## src/hdl/pin_select_consts.svh

```systemverilog
// Function
// - port B setting register, 16 bits, read/write
// - port C setting register, 16 bits, read/write
// - 00 peripheral function, 01 general output
// - 10 general input, pull-up on
// - 11 general input, pull-up off
// - each pin steered only by own field
`ifndef PIN_SELECT_CONSTS_SVH
`define PIN_SELECT_CONSTS_SVH

// register offsets on the local register port
`define PORT_B_SELECT_OFFSET 8'h00
`define PORT_C_SELECT_OFFSET 8'h04
`define PIN_LEVEL_OFFSET 8'h08

// field layout: two bits for each pin
`define SETTING_FIELD_W 2
`define PIN_LEVEL_B_LSB 0
`define PIN_LEVEL_C_LSB 8

// reset values of the two setting registers
`define PORT_B_SELECT_RESET 16'h0000
`define PORT_C_SELECT_RESET 16'hF000

// value returned for an unmapped read
`define UNMAPPED_READ_VALUE 16'h0000

`endif

```

## src/hdl/pin_select_pkg.sv

```systemverilog
package pin_select_pkg;

  // per-pin setting; encodings follow declaration order 00..11
  typedef enum logic [1:0] {
    MODE_PERIPH,
    MODE_GPIO_OUT,
    MODE_IN_PULL_ON,
    MODE_IN_PULL_OFF
  } pin_mode_e;

  // register data word
  typedef logic [15:0] reg_word_t;

endpackage

```

## src/hdl/pin_mux_if.sv

```systemverilog
`timescale 1ns/1ps
`default_nettype none

// bundle between the register block and one port's pin mux
interface pin_mux_if #(
  parameter int PINS = 8
);
  logic [2*PINS-1:0] setting; // one field per pin
  logic [PINS-1:0] periph_out; // peripheral drive data
  logic [PINS-1:0] periph_oe; // peripheral drive enable
  logic [PINS-1:0] gpio_out; // general output data
  logic [PINS-1:0] pad_in; // synchronised pad level
  logic [PINS-1:0] pad_out; // pad driver data
  logic [PINS-1:0] pad_oe; // pad driver enable
  logic [PINS-1:0] pull_up; // pull-up switch
  logic [PINS-1:0] periph_in; // pad level to peripheral
  logic [PINS-1:0] gpio_in; // pad level to port data

  // register side
  modport ctrl (
    output setting, periph_out, periph_oe, gpio_out, pad_in,
    input pad_out, pad_oe, pull_up, periph_in, gpio_in
  );

  // pin mux side
  modport mux (
    input setting, periph_out, periph_oe, gpio_out, pad_in,
    output pad_out, pad_oe, pull_up, periph_in, gpio_in
  );
endinterface

`default_nettype wire

```

## src/hdl/port_pin_mux.sv

```systemverilog
`timescale 1ns/1ps
`default_nettype none

// one port's pad steering, all outputs registered
module port_pin_mux #(
  parameter int PINS = 8
)(
  input wire logic sys_clk_i,
  input wire logic sys_rst_i,
  pin_mux_if.mux pm
);
  import pin_select_pkg::*;

  // refuse widths the field packing cannot serve
  if (PINS < 1 || PINS > 8)
  begin : bad_pins
    $error("port_pin_mux: PINS must be 1 to 8");
  end

  // field of pin n sits at bits 2n+1:2n
  function automatic pin_mode_e mode_of(
    input logic [2*PINS-1:0] s,
    input int n
  );
    mode_of = pin_mode_e'(s[2*n +: 2]);
  endfunction

  logic [PINS-1:0] pad_out_q; // driver data
  logic [PINS-1:0] pad_oe_q; // driver enable
  logic [PINS-1:0] pull_up_q; // pull-up switches
  logic [PINS-1:0] periph_in_q; // peripheral input
  logic [PINS-1:0] gpio_in_q; // port input

  // pad drivers: each pin looks only at its own field
  always_ff @(posedge sys_clk_i)
  begin
    if (sys_rst_i)
    begin
      pad_out_q <= '0;
      pad_oe_q <= '0;
    end
    else
    begin
      for (int n = 0; n < PINS; n++)
      begin
        case (mode_of(pm.setting, n))
          MODE_PERIPH:
          begin
            pad_out_q[n] <= pm.periph_out[n];
            pad_oe_q[n] <= pm.periph_oe[n];
          end
          MODE_GPIO_OUT:
          begin
            pad_out_q[n] <= pm.gpio_out[n];
            pad_oe_q[n] <= 1'b1;
          end
          default:
          begin
            // input settings never drive the pad
            pad_out_q[n] <= 1'b0;
            pad_oe_q[n] <= 1'b0;
          end
        endcase
      end
    end
  end

  // pull-up only for the pull-on input setting
  always_ff @(posedge sys_clk_i)
  begin
    if (sys_rst_i)
      pull_up_q <= '0;
    else
      for (int n = 0; n < PINS; n++)
        pull_up_q[n] <= (mode_of(pm.setting, n) == MODE_IN_PULL_ON);
  end

  // input routing: peripheral sees pad only in peripheral setting
  always_ff @(posedge sys_clk_i)
  begin
    if (sys_rst_i)
    begin
      periph_in_q <= '0;
      gpio_in_q <= '0;
    end
    else
    begin
      for (int n = 0; n < PINS; n++)
      begin
        periph_in_q[n] <= (mode_of(pm.setting, n) == MODE_PERIPH) &&
                          pm.pad_in[n];
        // output setting reads back what it drives
        gpio_in_q[n] <= (mode_of(pm.setting, n) == MODE_GPIO_OUT) ?
                        pm.gpio_out[n] :
                        (mode_of(pm.setting, n) != MODE_PERIPH) &&
                        pm.pad_in[n];
      end
    end
  end

  assign pm.pad_out = pad_out_q;
  assign pm.pad_oe = pad_oe_q;
  assign pm.pull_up = pull_up_q;
  assign pm.periph_in = periph_in_q;
  assign pm.gpio_in = gpio_in_q;

  // sampled reset gates each antecedent: the release edge still clears
  // the output flops, so sources seen there must not be expected
  for (genvar g = 0; g < PINS; g++)
  begin : pin_chk
    periph_route_a: assert property (
      @(posedge sys_clk_i) disable iff (sys_rst_i)
      !sys_rst_i && mode_of(pm.setting, g) == MODE_PERIPH |=>
        pm.pad_oe[g] == $past(pm.periph_oe[g]) &&
        pm.pad_out[g] == $past(pm.periph_out[g]))
      else $error("peripheral setting not routed to pad");
    gpio_drive_a: assert property (
      @(posedge sys_clk_i) disable iff (sys_rst_i)
      !sys_rst_i && mode_of(pm.setting, g) == MODE_GPIO_OUT |=>
        pm.pad_oe[g] && !pm.pull_up[g] &&
        pm.pad_out[g] == $past(pm.gpio_out[g]))
      else $error("output setting not driving pad");
    pull_on_a: assert property (
      @(posedge sys_clk_i) disable iff (sys_rst_i)
      !sys_rst_i && mode_of(pm.setting, g) == MODE_IN_PULL_ON |=>
        pm.pull_up[g] && !pm.pad_oe[g])
      else $error("pull-on input setting wrong");
    pull_off_a: assert property (
      @(posedge sys_clk_i) disable iff (sys_rst_i)
      !sys_rst_i && mode_of(pm.setting, g) == MODE_IN_PULL_OFF |=>
        !pm.pull_up[g] && !pm.pad_oe[g])
      else $error("pull-off input setting wrong");
  end
endmodule

`default_nettype wire

```

## src/hdl/port_b_c_pin_function_select.sv

```systemverilog
`timescale 1ns/1ps
`default_nettype none
`include "pin_select_consts.svh"

// setting registers for ports B and C plus their pad steering
module port_b_c_pin_function_select #(
  parameter int ADDR_W = 8,
  parameter int PINS = 8
)(
  input wire logic sys_clk_i,
  input wire logic sys_rst_i,
  // register port
  input wire logic [ADDR_W-1:0] reg_addr_i,
  input wire pin_select_pkg::reg_word_t reg_wdata_i,
  input wire logic reg_wr_i,
  input wire logic reg_rd_i,
  output pin_select_pkg::reg_word_t reg_rdata_o,
  // port B pads and sources
  input wire logic [PINS-1:0] port_b_pad_in_i,
  output logic [PINS-1:0] port_b_pad_out_o,
  output logic [PINS-1:0] port_b_pad_oe_o,
  output logic [PINS-1:0] port_b_pull_up_o,
  input wire logic [PINS-1:0] port_b_periph_out_i,
  input wire logic [PINS-1:0] port_b_periph_oe_i,
  output logic [PINS-1:0] port_b_periph_in_o,
  input wire logic [PINS-1:0] port_b_gpio_out_i,
  output logic [PINS-1:0] port_b_gpio_in_o,
  // port C pads and sources
  input wire logic [PINS-1:0] port_c_pad_in_i,
  output logic [PINS-1:0] port_c_pad_out_o,
  output logic [PINS-1:0] port_c_pad_oe_o,
  output logic [PINS-1:0] port_c_pull_up_o,
  input wire logic [PINS-1:0] port_c_periph_out_i,
  input wire logic [PINS-1:0] port_c_periph_oe_i,
  output logic [PINS-1:0] port_c_periph_in_o,
  input wire logic [PINS-1:0] port_c_gpio_out_i,
  output logic [PINS-1:0] port_c_gpio_in_o
);
  import pin_select_pkg::*;

  // the setting registers are exactly two bits per pin of 16
  if (PINS != 8)
  begin : bad_pins
    $error("pin select: PINS must be 8 for 16-bit registers");
  end

  // offsets are 8 bits wide, so the address must hold them
  if (ADDR_W < 8 || ADDR_W > 16)
  begin : bad_addr
    $error("pin select: ADDR_W must be 8 to 16");
  end

  // true when the address names the given offset
  function automatic logic addr_hit(
    input logic [ADDR_W-1:0] a,
    input logic [7:0] off
  );
    addr_hit = (a == ADDR_W'(off));
  endfunction

  // setting registers
  reg_word_t port_b_function_select_q; // port B fields
  reg_word_t port_c_function_select_q; // port C fields
  reg_word_t reg_rdata_q; // read data, valid one cycle after strobe

  // pad input synchronisers: first stage feeds only the second
  logic [PINS-1:0] port_b_meta_q; // first stage, port B
  logic [PINS-1:0] port_b_sync_q; // second stage, port B
  logic [PINS-1:0] port_c_meta_q; // first stage, port C
  logic [PINS-1:0] port_c_sync_q; // second stage, port C

  // write decode, shared by both registers
  logic wr_port_b; // write to port B register
  logic wr_port_c; // write to port C register

  assign wr_port_b = reg_wr_i &&
                     addr_hit(reg_addr_i, `PORT_B_SELECT_OFFSET);
  assign wr_port_c = reg_wr_i &&
                     addr_hit(reg_addr_i, `PORT_C_SELECT_OFFSET);

  // port B setting register: all 16 bits writable
  always_ff @(posedge sys_clk_i)
  begin
    if (sys_rst_i)
      port_b_function_select_q <= `PORT_B_SELECT_RESET;
    else if (wr_port_b)
      port_b_function_select_q <= reg_wdata_i;
  end

  // port C setting register: pins 7 and 6 come up as plain inputs
  always_ff @(posedge sys_clk_i)
  begin
    if (sys_rst_i)
      port_c_function_select_q <= `PORT_C_SELECT_RESET;
    else if (wr_port_c)
      port_c_function_select_q <= reg_wdata_i;
  end

  // two-stage synchronisers for the asynchronous pad levels
  always_ff @(posedge sys_clk_i)
  begin
    if (sys_rst_i)
    begin
      port_b_meta_q <= '0;
      port_b_sync_q <= '0;
      port_c_meta_q <= '0;
      port_c_sync_q <= '0;
    end
    else
    begin
      port_b_meta_q <= port_b_pad_in_i;
      port_b_sync_q <= port_b_meta_q;
      port_c_meta_q <= port_c_pad_in_i;
      port_c_sync_q <= port_c_meta_q;
    end
  end

  // read data: registered, so it stands only in the cycle after rd
  always_ff @(posedge sys_clk_i)
  begin
    if (sys_rst_i)
      reg_rdata_q <= `UNMAPPED_READ_VALUE;
    else if (reg_rd_i)
    begin
      if (addr_hit(reg_addr_i, `PORT_B_SELECT_OFFSET))
        reg_rdata_q <= port_b_function_select_q;
      else if (addr_hit(reg_addr_i, `PORT_C_SELECT_OFFSET))
        reg_rdata_q <= port_c_function_select_q;
      else if (addr_hit(reg_addr_i, `PIN_LEVEL_OFFSET))
      begin
        // live synchronised pad levels, read only
        reg_rdata_q <= `UNMAPPED_READ_VALUE;
        reg_rdata_q[`PIN_LEVEL_B_LSB +: PINS] <= port_b_sync_q;
        reg_rdata_q[`PIN_LEVEL_C_LSB +: PINS] <= port_c_sync_q;
      end
      else
        // unmapped offsets read as zero, writes there are dropped
        reg_rdata_q <= `UNMAPPED_READ_VALUE;
    end
    else
      // data only valid in the cycle after the strobe
      reg_rdata_q <= `UNMAPPED_READ_VALUE;
  end

  assign reg_rdata_o = reg_rdata_q;

  // one carrier bundle per port
  pin_mux_if #(.PINS(PINS)) port_b_bus ();
  pin_mux_if #(.PINS(PINS)) port_c_bus ();

  // port B: register fields and sources into the mux
  assign port_b_bus.setting = port_b_function_select_q;
  assign port_b_bus.periph_out = port_b_periph_out_i;
  assign port_b_bus.periph_oe = port_b_periph_oe_i;
  assign port_b_bus.gpio_out = port_b_gpio_out_i;
  assign port_b_bus.pad_in = port_b_sync_q;

  // port C: same wiring on its own register
  assign port_c_bus.setting = port_c_function_select_q;
  assign port_c_bus.periph_out = port_c_periph_out_i;
  assign port_c_bus.periph_oe = port_c_periph_oe_i;
  assign port_c_bus.gpio_out = port_c_gpio_out_i;
  assign port_c_bus.pad_in = port_c_sync_q;

  // pad steering for port B
  port_pin_mux #(
    .PINS(PINS)
  ) port_b_mux (
    .sys_clk_i(sys_clk_i),
    .sys_rst_i(sys_rst_i),
    .pm(port_b_bus)
  );

  // pad steering for port C
  port_pin_mux #(
    .PINS(PINS)
  ) port_c_mux (
    .sys_clk_i(sys_clk_i),
    .sys_rst_i(sys_rst_i),
    .pm(port_c_bus)
  );

  // registered mux outputs straight to the pads, the peripheral inputs and the port data inputs
  assign port_b_pad_out_o = port_b_bus.pad_out;
  assign port_b_pad_oe_o = port_b_bus.pad_oe;
  assign port_b_pull_up_o = port_b_bus.pull_up;
  assign port_b_periph_in_o = port_b_bus.periph_in;
  assign port_b_gpio_in_o = port_b_bus.gpio_in;
  assign port_c_pad_out_o = port_c_bus.pad_out;
  assign port_c_pad_oe_o = port_c_bus.pad_oe;
  assign port_c_pull_up_o = port_c_bus.pull_up;
  assign port_c_periph_in_o = port_c_bus.periph_in;
  assign port_c_gpio_in_o = port_c_bus.gpio_in;

  // write lands in port B register the next cycle
  port_b_write_a: assert property (
    @(posedge sys_clk_i) disable iff (sys_rst_i)
    wr_port_b |=> port_b_function_select_q == $past(reg_wdata_i))
    else $error("port B register did not take write");

  // write lands in port C register the next cycle
  port_c_write_a: assert property (
    @(posedge sys_clk_i) disable iff (sys_rst_i)
    wr_port_c |=> port_c_function_select_q == $past(reg_wdata_i))
    else $error("port C register did not take write");

  // port B read returns the held value one cycle later
  port_b_read_a: assert property (
    @(posedge sys_clk_i) disable iff (sys_rst_i)
    reg_rd_i && addr_hit(reg_addr_i, `PORT_B_SELECT_OFFSET) |=>
      reg_rdata_o == $past(port_b_function_select_q))
    else $error("port B readback wrong");

  // port C read returns the held value one cycle later
  port_c_read_a: assert property (
    @(posedge sys_clk_i) disable iff (sys_rst_i)
    reg_rd_i && addr_hit(reg_addr_i, `PORT_C_SELECT_OFFSET) |=>
      reg_rdata_o == $past(port_c_function_select_q))
    else $error("port C readback wrong");

  // registers hold without a write to them
  setting_hold_a: assert property (
    @(posedge sys_clk_i) disable iff (sys_rst_i)
    !reg_wr_i |=> $stable(port_b_function_select_q) &&
      $stable(port_c_function_select_q))
    else $error("setting register changed without write");

  // reset values right after release
  reset_value_a: assert property (
    @(posedge sys_clk_i)
    $past(sys_rst_i) |->
      port_b_function_select_q == `PORT_B_SELECT_RESET &&
      port_c_function_select_q == `PORT_C_SELECT_RESET)
    else $error("setting register reset value wrong");

  // port C pins 7 and 6 settle as undriven, pull-off inputs
  reset_pins_a: assert property (
    @(posedge sys_clk_i)
    $past(sys_rst_i) && !sys_rst_i && !reg_wr_i |=>
      !port_c_pull_up_o[7] && !port_c_pad_oe_o[7] &&
      !port_c_pull_up_o[6] && !port_c_pad_oe_o[6])
    else $error("port C upper pins not plain inputs after reset");

  // a port C write never disturbs port B pins
  pin_isolate_a: assert property (
    @(posedge sys_clk_i) disable iff (sys_rst_i)
    wr_port_c ##1 !reg_wr_i |=>
      $stable(port_b_pull_up_o))
    else $error("port C write disturbed port B pull-ups");

  // read data stands for one cycle only
  read_pulse_a: assert property (
    @(posedge sys_clk_i) disable iff (sys_rst_i)
    !reg_rd_i |=> reg_rdata_o == `UNMAPPED_READ_VALUE)
    else $error("read data stood past its cycle");

  // level register returns both synchronised pad sets
  level_read_a: assert property (
    @(posedge sys_clk_i) disable iff (sys_rst_i)
    reg_rd_i && addr_hit(reg_addr_i, `PIN_LEVEL_OFFSET) |=>
      reg_rdata_o == {$past(port_c_sync_q), $past(port_b_sync_q)})
    else $error("pin level readback wrong");

  // unmapped offsets read as zero
  unmapped_read_a: assert property (
    @(posedge sys_clk_i) disable iff (sys_rst_i)
    reg_rd_i && !addr_hit(reg_addr_i, `PORT_B_SELECT_OFFSET) &&
      !addr_hit(reg_addr_i, `PORT_C_SELECT_OFFSET) &&
      !addr_hit(reg_addr_i, `PIN_LEVEL_OFFSET) |=>
      reg_rdata_o == `UNMAPPED_READ_VALUE)
    else $error("unmapped read not zero");

  // writes elsewhere leave both setting registers alone
  stray_write_a: assert property (
    @(posedge sys_clk_i) disable iff (sys_rst_i)
    reg_wr_i && !wr_port_b && !wr_port_c |=>
      $stable(port_b_function_select_q) &&
      $stable(port_c_function_select_q))
    else $error("stray write changed a setting register");

  // a port B write never disturbs port C pins
  port_c_isolate_a: assert property (
    @(posedge sys_clk_i) disable iff (sys_rst_i)
    wr_port_b ##1 !reg_wr_i |=>
      $stable(port_c_pull_up_o))
    else $error("port B write disturbed port C pull-ups");

  // outputs held quiet while reset stands
  reset_quiet_a: assert property (
    @(posedge sys_clk_i)
    sys_rst_i |=>
      port_b_pad_oe_o == '0 && port_b_pull_up_o == '0 &&
      port_c_pad_oe_o == '0 && port_c_pull_up_o == '0 &&
      reg_rdata_o == `UNMAPPED_READ_VALUE)
    else $error("outputs active during reset");

  // port B and low port C pins come up with pull-ups off
  reset_pull_a: assert property (
    @(posedge sys_clk_i)
    $past(sys_rst_i) && !sys_rst_i && !reg_wr_i |=>
      port_b_pull_up_o == '0 && port_c_pull_up_o[5:0] == '0)
    else $error("pull-up on after reset");
endmodule

`default_nettype wire

```

## config.mk

```make
export PLATFORM = sky130hd
export DESIGN_NAME = port_b_c_pin_function_select
export DESIGN_NICKNAME = d
export VERILOG_FILES = /design/src/hdl/pin_select_pkg.sv /design/src/hdl/pin_mux_if.sv /design/src/hdl/port_pin_mux.sv /design/src/hdl/port_b_c_pin_function_select.sv
export VERILOG_INCLUDE_DIRS = /design/src /design/src/hdl
export SDC_FILE = /design/constraint.sdc
export NUM_CORES = 1
export LEC_CHECK = 0
export BUFFER_PORTS_ARGS = -buffer_cell sky130_fd_sc_hd__buf_2
export CAP_MARGIN = 20
export CORE_ASPECT_RATIO = 1.4
export CORE_UTILIZATION = 40
export DETAILED_ROUTE_END_ITERATION = 8
export GPL_ROUTABILITY_DRIVEN = 0
export GPL_TIMING_DRIVEN = 1
export PLACE_DENSITY = 0.68
export SETUP_SLACK_MARGIN = 0.2
export SYNTH_ARGS = -nofsm -noshare
export SYNTH_HDL_FRONTEND = slang
export SYNTH_HIERARCHICAL = 1
export SYNTH_SLANG_ARGS = --single-unit
```

## constraint.sdc

```tcl
create_clock -name sys_clk_i -period 1.9 [get_ports sys_clk_i]
set_clock_uncertainty 0.15 [all_clocks]
set_input_delay 0.57 -clock sys_clk_i [delete_from_list [all_inputs] [get_ports sys_clk_i]]
set_output_delay 0.57 -clock sys_clk_i [all_outputs]
set_load 0.01 [all_outputs]
```

# Yosys cells after proc, flatten, opt, wreduce, memory -nomap -nowiden
# Cells that the tools add are included.
[word_totals]
inputBits = 92
output_inout_bits = 96
elab_cells = 171
ff_bits = 160
[classes]
bitwise_logic = 1
eq_ne = 34
n_mux = 51
reduce_logical = 68
[ops]
columns = ["op", "count"]
rows = [
  ["$pmux W1 S2", 32],
  ["$mux W16", 3],
  ["$logic_and A1 B1 Y1", 34],
  ["$eq A2 B1 Y1 const B", 16],
  ["$eq A2 B2 Y1 const B", 16],
  ["$logic_not A2 Y1", 16],
  ["$reduce_bool A2 Y1", 16],
  ["$mux W1", 16],
  ["$eq A8 B3 Y1 const B", 1],
  ["$eq A8 B4 Y1 const B", 1],
  ["$logic_not A8 Y1", 1],
  ["$reduce_or A2 Y1", 1],
  ["$not A1 Y1", 1],
]

# Logic depth before layout (Yosys ltp)
[depth]
depth_word = 4
mapped_depth = 6
depth_no_buf = 3

# By module
# Netlist, hierarchy kept.
[by_module_without_submodules]
columns = ["mod", "cells_each", "seq_area_each_um2", "area_per_inst_um2", "n_inst"]
rows = [
  ["port_b_c_pin_function_select", 313, 1601.5, 3186.8, 1],
  ["port_pin_mux", 116, 800.8, 1363.8, 2],
]

# Worst setup path after synthesis
# OpenSTA, ideal clock, no wires.
[synth_path]
path_kind = "input port to flip-flop"
from = "in reg_addr_i[3]"
to = "reg port_b_function_select_q[0], in the netlist port_b_bus.setting[0]"
path_buffers = 3
t_required_ps = 1618
t_arrival_ps = 1768
setup_time_ps = 132
cell_stages = 6
setup_slack_ps = -150
cell_sequence = "buf_6 or4b_4 buf_6 buf_8 o31ai_2 a21oi_1"
[synth_via]
elab_chain_cells = 2
[synth_lines]
columns = ["element", "line_no", "text"]
rows = [
  ["start, declared", "port_b_c_pin_function_select.sv:13", "input wire logic [ADDR_W-1:0] reg_addr_i,"],
  ["$logic_not A8 Y1", "port_b_c_pin_function_select.sv:58", "addr_hit = (a == ADDR_W'(off));"],
  ["$logic_and A1 B1 Y1", "port_b_c_pin_function_select.sv:76", "assign wr_port_b = reg_wr_i &&"],
  ["end signal, assigned", "port_b_c_pin_function_select.sv:85", "port_b_function_select_q <= `PORT_B_SELECT_RESET;"],
  ["end signal, assigned", "port_b_c_pin_function_select.sv:87", "port_b_function_select_q <= reg_wdata_i;"],
  ["end, declared", "port_b_c_pin_function_select.sv:62", "reg_word_t port_b_function_select_q;"],
]
# No other way between the ends.
# A chain may end at the register's enable or synchronous reset.

# Worst setup path after layout
[layout_path]
from = "in reg_addr_i[1]"
to = "reg port_b_function_select_q[6], in the netlist port_b_bus.setting[6]"
# Same word-level chain as after synthesis.

==> flow_summary.ini <==
[status]
outcome = finished, final reports clean

[routing]
finalWirelength_mm = 15.5
vias = 4816
drtIter0Drc = 129
ant_nets = 0
post_drt_wl_per_cell_um = 16.5
drc_errors = 0
drt_first_pass_iters = 4
via_per_inst = 5.14

[floorplanning]
core_area_um2 = 14400
die-area_um2 = 15300
ios = 188
rows = 52
die_w_um = 105
start_util_pct = 40.9
die_y_um = 146

[synthesis]
synthesis.area_um2 = 5910
synth_seq_cells = 160
ys_seq_area_share_pct = 54.2
synth_cells = 545
syn_nets = 637
synth_area_per_cell_um2 = 10.9
synth.distinct_cells = 29
yosysWarnings = 6

[setup_path]
worst-path-stages = 5
reg2reg_depth = 3
start_kind = primary input
cp-end-kind = register
max_stage_delay_ns = 0.61
worstSetupPathType = primary input to register
arrival_ns = 1.82
cp_max_fo = 16
critPathRequiredTime_ns = 2.02
crit_chain = buf_2 > or4_4 > buf_12 > o31ai_1 > a21oi_1
crit_family = simple AND/OR/NAND/NOR gates
critPathSlowestCell = or4_4
path_buf_inv = 2

[global_route]
antenna_found_initial = 0
first_global_vias = 5082
grt_max_degree = 99
grt_use_total_pct = 20.8
grt_first_pass_wirelength_mm = 25.1
globalRoute.totalOverflow = 0

[pwr]
power_frac_clock_pct = 45.4
p_comb_share_pct = 6.2
pwr-share-seq_pct = 48.4
power_switching_mw = 1.63
p_int_mw = 5.51
power.leakage_nw = 3.15
ir_drop_uv = 532
power.total_mw = 7.13
swShare_pct = 22.8
powerDensity_nw_per_um2 = 921

[place]
io_buffer_count = 187
hpwlAfterDp_mm = 11.2

[run]
max_cap_viol_count = 0

[clock_tree]
cts_hold_buffers = 0
clockBufferDepth = 2
cts_sinks = 160
post_cts_buffers = 0
cts-root-buf = clkbuf_16
htree_levels = 4
clkTransAtPathRegs_ns = 0.06
insertion_delay_ns = 0.41
cts_buffers = 17
tritoncts = yes

[worst_hold_path]
hold_depth = 2
hold_path_class = primary input to register

[cells_and_area]
area_delta_synth_final_pct = 30.9
antenna_cells = 0
mostFrequentLayoutCell = buf_2
layout.nets = 828
post-route-util_pct = 53.6
n_fill_cell = 1366
final_cell_mix = buf_2 (186), dfxtp_1 (160), a21oi_1 (60), mux2i_1 (36)
drive_gt1_share_pct = 42.8

[timing]
max_freq_ghz = 0.587
slew_viol_final = 0
tns_ns = 0
min_period_over_period_pct = 89.7
hold_viol_final = 0
setup_viol = 0
worst_slew_pin_slew_ns = 0.576
final.min_clock_period_ns = 1.70
hold-worst-slack_ns = 0.217
relSlewSlack_pct = 61.6
rsz0062_at_grt = true
worst register-to-register path: cells and delay by family (launching register included):
kind             cells  cell delay (ns)
AND/OR/NAND/NOR      1             0.29
flip-flops           1             0.60
AO/OA/AOI/OAI        1             0.16
multiplexers         1             0.12
timing repair:
action | 4_1_cts | 5_1_grt
gates cloned | 0 | 0
endpoints found under the setup margin | 1 | 16
pin swaps | 1 | 1
resized for setup | 1 | 4
area by class of cell:
| type | instances | area (µm²) | area share (%) |
|---|---|---|---|
| sequential | 160 | 3200 | 41.4 |
| multi-input combinational | 344 | 2520 | 32.5 |
| timing repair buffer | 212 | 1220 | 15.7 |
| clock buffer | 20 | 457 | 5.90 |
| tap | 189 | 236 | 3.05 |
| clock inverter | 11 | 108 | 1.39 |
| inverter | 1 | 3.75 | 0.0485 |
per-stage QoR:
stage / instances / area, µm² / setup WS, ns
after floorplan: 545 / 5940 / -0.0960
after global placement: 906 / 7150 / -0.184
after detailed placement: 906 / 7150 / -0.240
after CTS: 937 / 7720 / 0.204
after global routing: 937 / 7740 / 0.168
final: 937 / 7740 / 0.196
metal layers:
metal | share of wire (%) | up-vias | global-route usage (%)
met5 | 0 | - | 0
met4 | 4.1 | 0 | 11.7
met3 | 3.2 | 44 | 3.94
met2 | 55 | 138 | 38.9
met1 | 38 | 2309 | 21.5
li1 | - | 2325 | -
Yosys cell counts:
cell type	number	area (µm²)
nor3_4	1	16.3
o31ai_1	8	60.1
buf_6	2	22.5
clkbuf_1	15	56.3
buf_1	1	3.75
nor4_1	1	6.26
nand3b_1	16	120
a21oi_1	60	300
nor3_2	16	160
nor4b_1	1	8.76
inv_1	1	3.75
or4b_4	1	13.8
dfxtp_1	160	3200
o31ai_2	18	225
nand4_1	28	175
nor3_1	16	80.1
buf_2	16	80.1
buf_4	4	30.0
nor2_1	24	90.1
nor4b_2	16	240
or2_2	16	100
mux2i_1	36	360
nand2_1	33	124
nor4b_4	1	23.8
nor3b_1	16	120
buf_8	2	30.0
or4_4	1	11.3
o31ai_4	2	42.5
nor2b_1	33	206
final timing paths:
| check | startpoint | slack [ns] | to |
|---|---|---|---|
| worst min register to register | port_b_meta_q[5]$_SDFF_PP0_ | 0.28 | port_b_bus.pad_in[5]$_SDFF_PP0_ |
| worst min-delay path | port_c_pad_in_i[1] | 0.22 | port_c_meta_q[1]$_SDFF_PP0_ |
| worst max register to register | port_b_bus.setting[12]$_SDFFE_PP0P_ | 0.52 | reg_rdata_o[12]$_SDFF_PP0_ |
| worst max-delay path | reg_addr_i[1] | 0.20 | port_b_bus.setting[6]$_SDFFE_PP0P_ |
power groups by stage:
stage | sequential (mW) | combinational, mW | clock, mW
finish | 3.45 | 0.443 | 3.24
global route | 3.46 | 0.480 | 3.46
CTS | 3.45 | 0.445 | 3.30
detailed placement | 3.53 | 0.443 | 0
global placement | 3.53 | 0.427 | 0
floorplan | 3.55 | 0.211 | 0
logic make-up after synthesis:
group / synth area share [%]
muxes: 6.09
DFF: 54.2
buffers and inverters: 3.83
AOI/OAI and AO/OA: 10.6
and+or+nand+nor: 25.3
No activity file was read; power rests on OpenSTA's default activity.
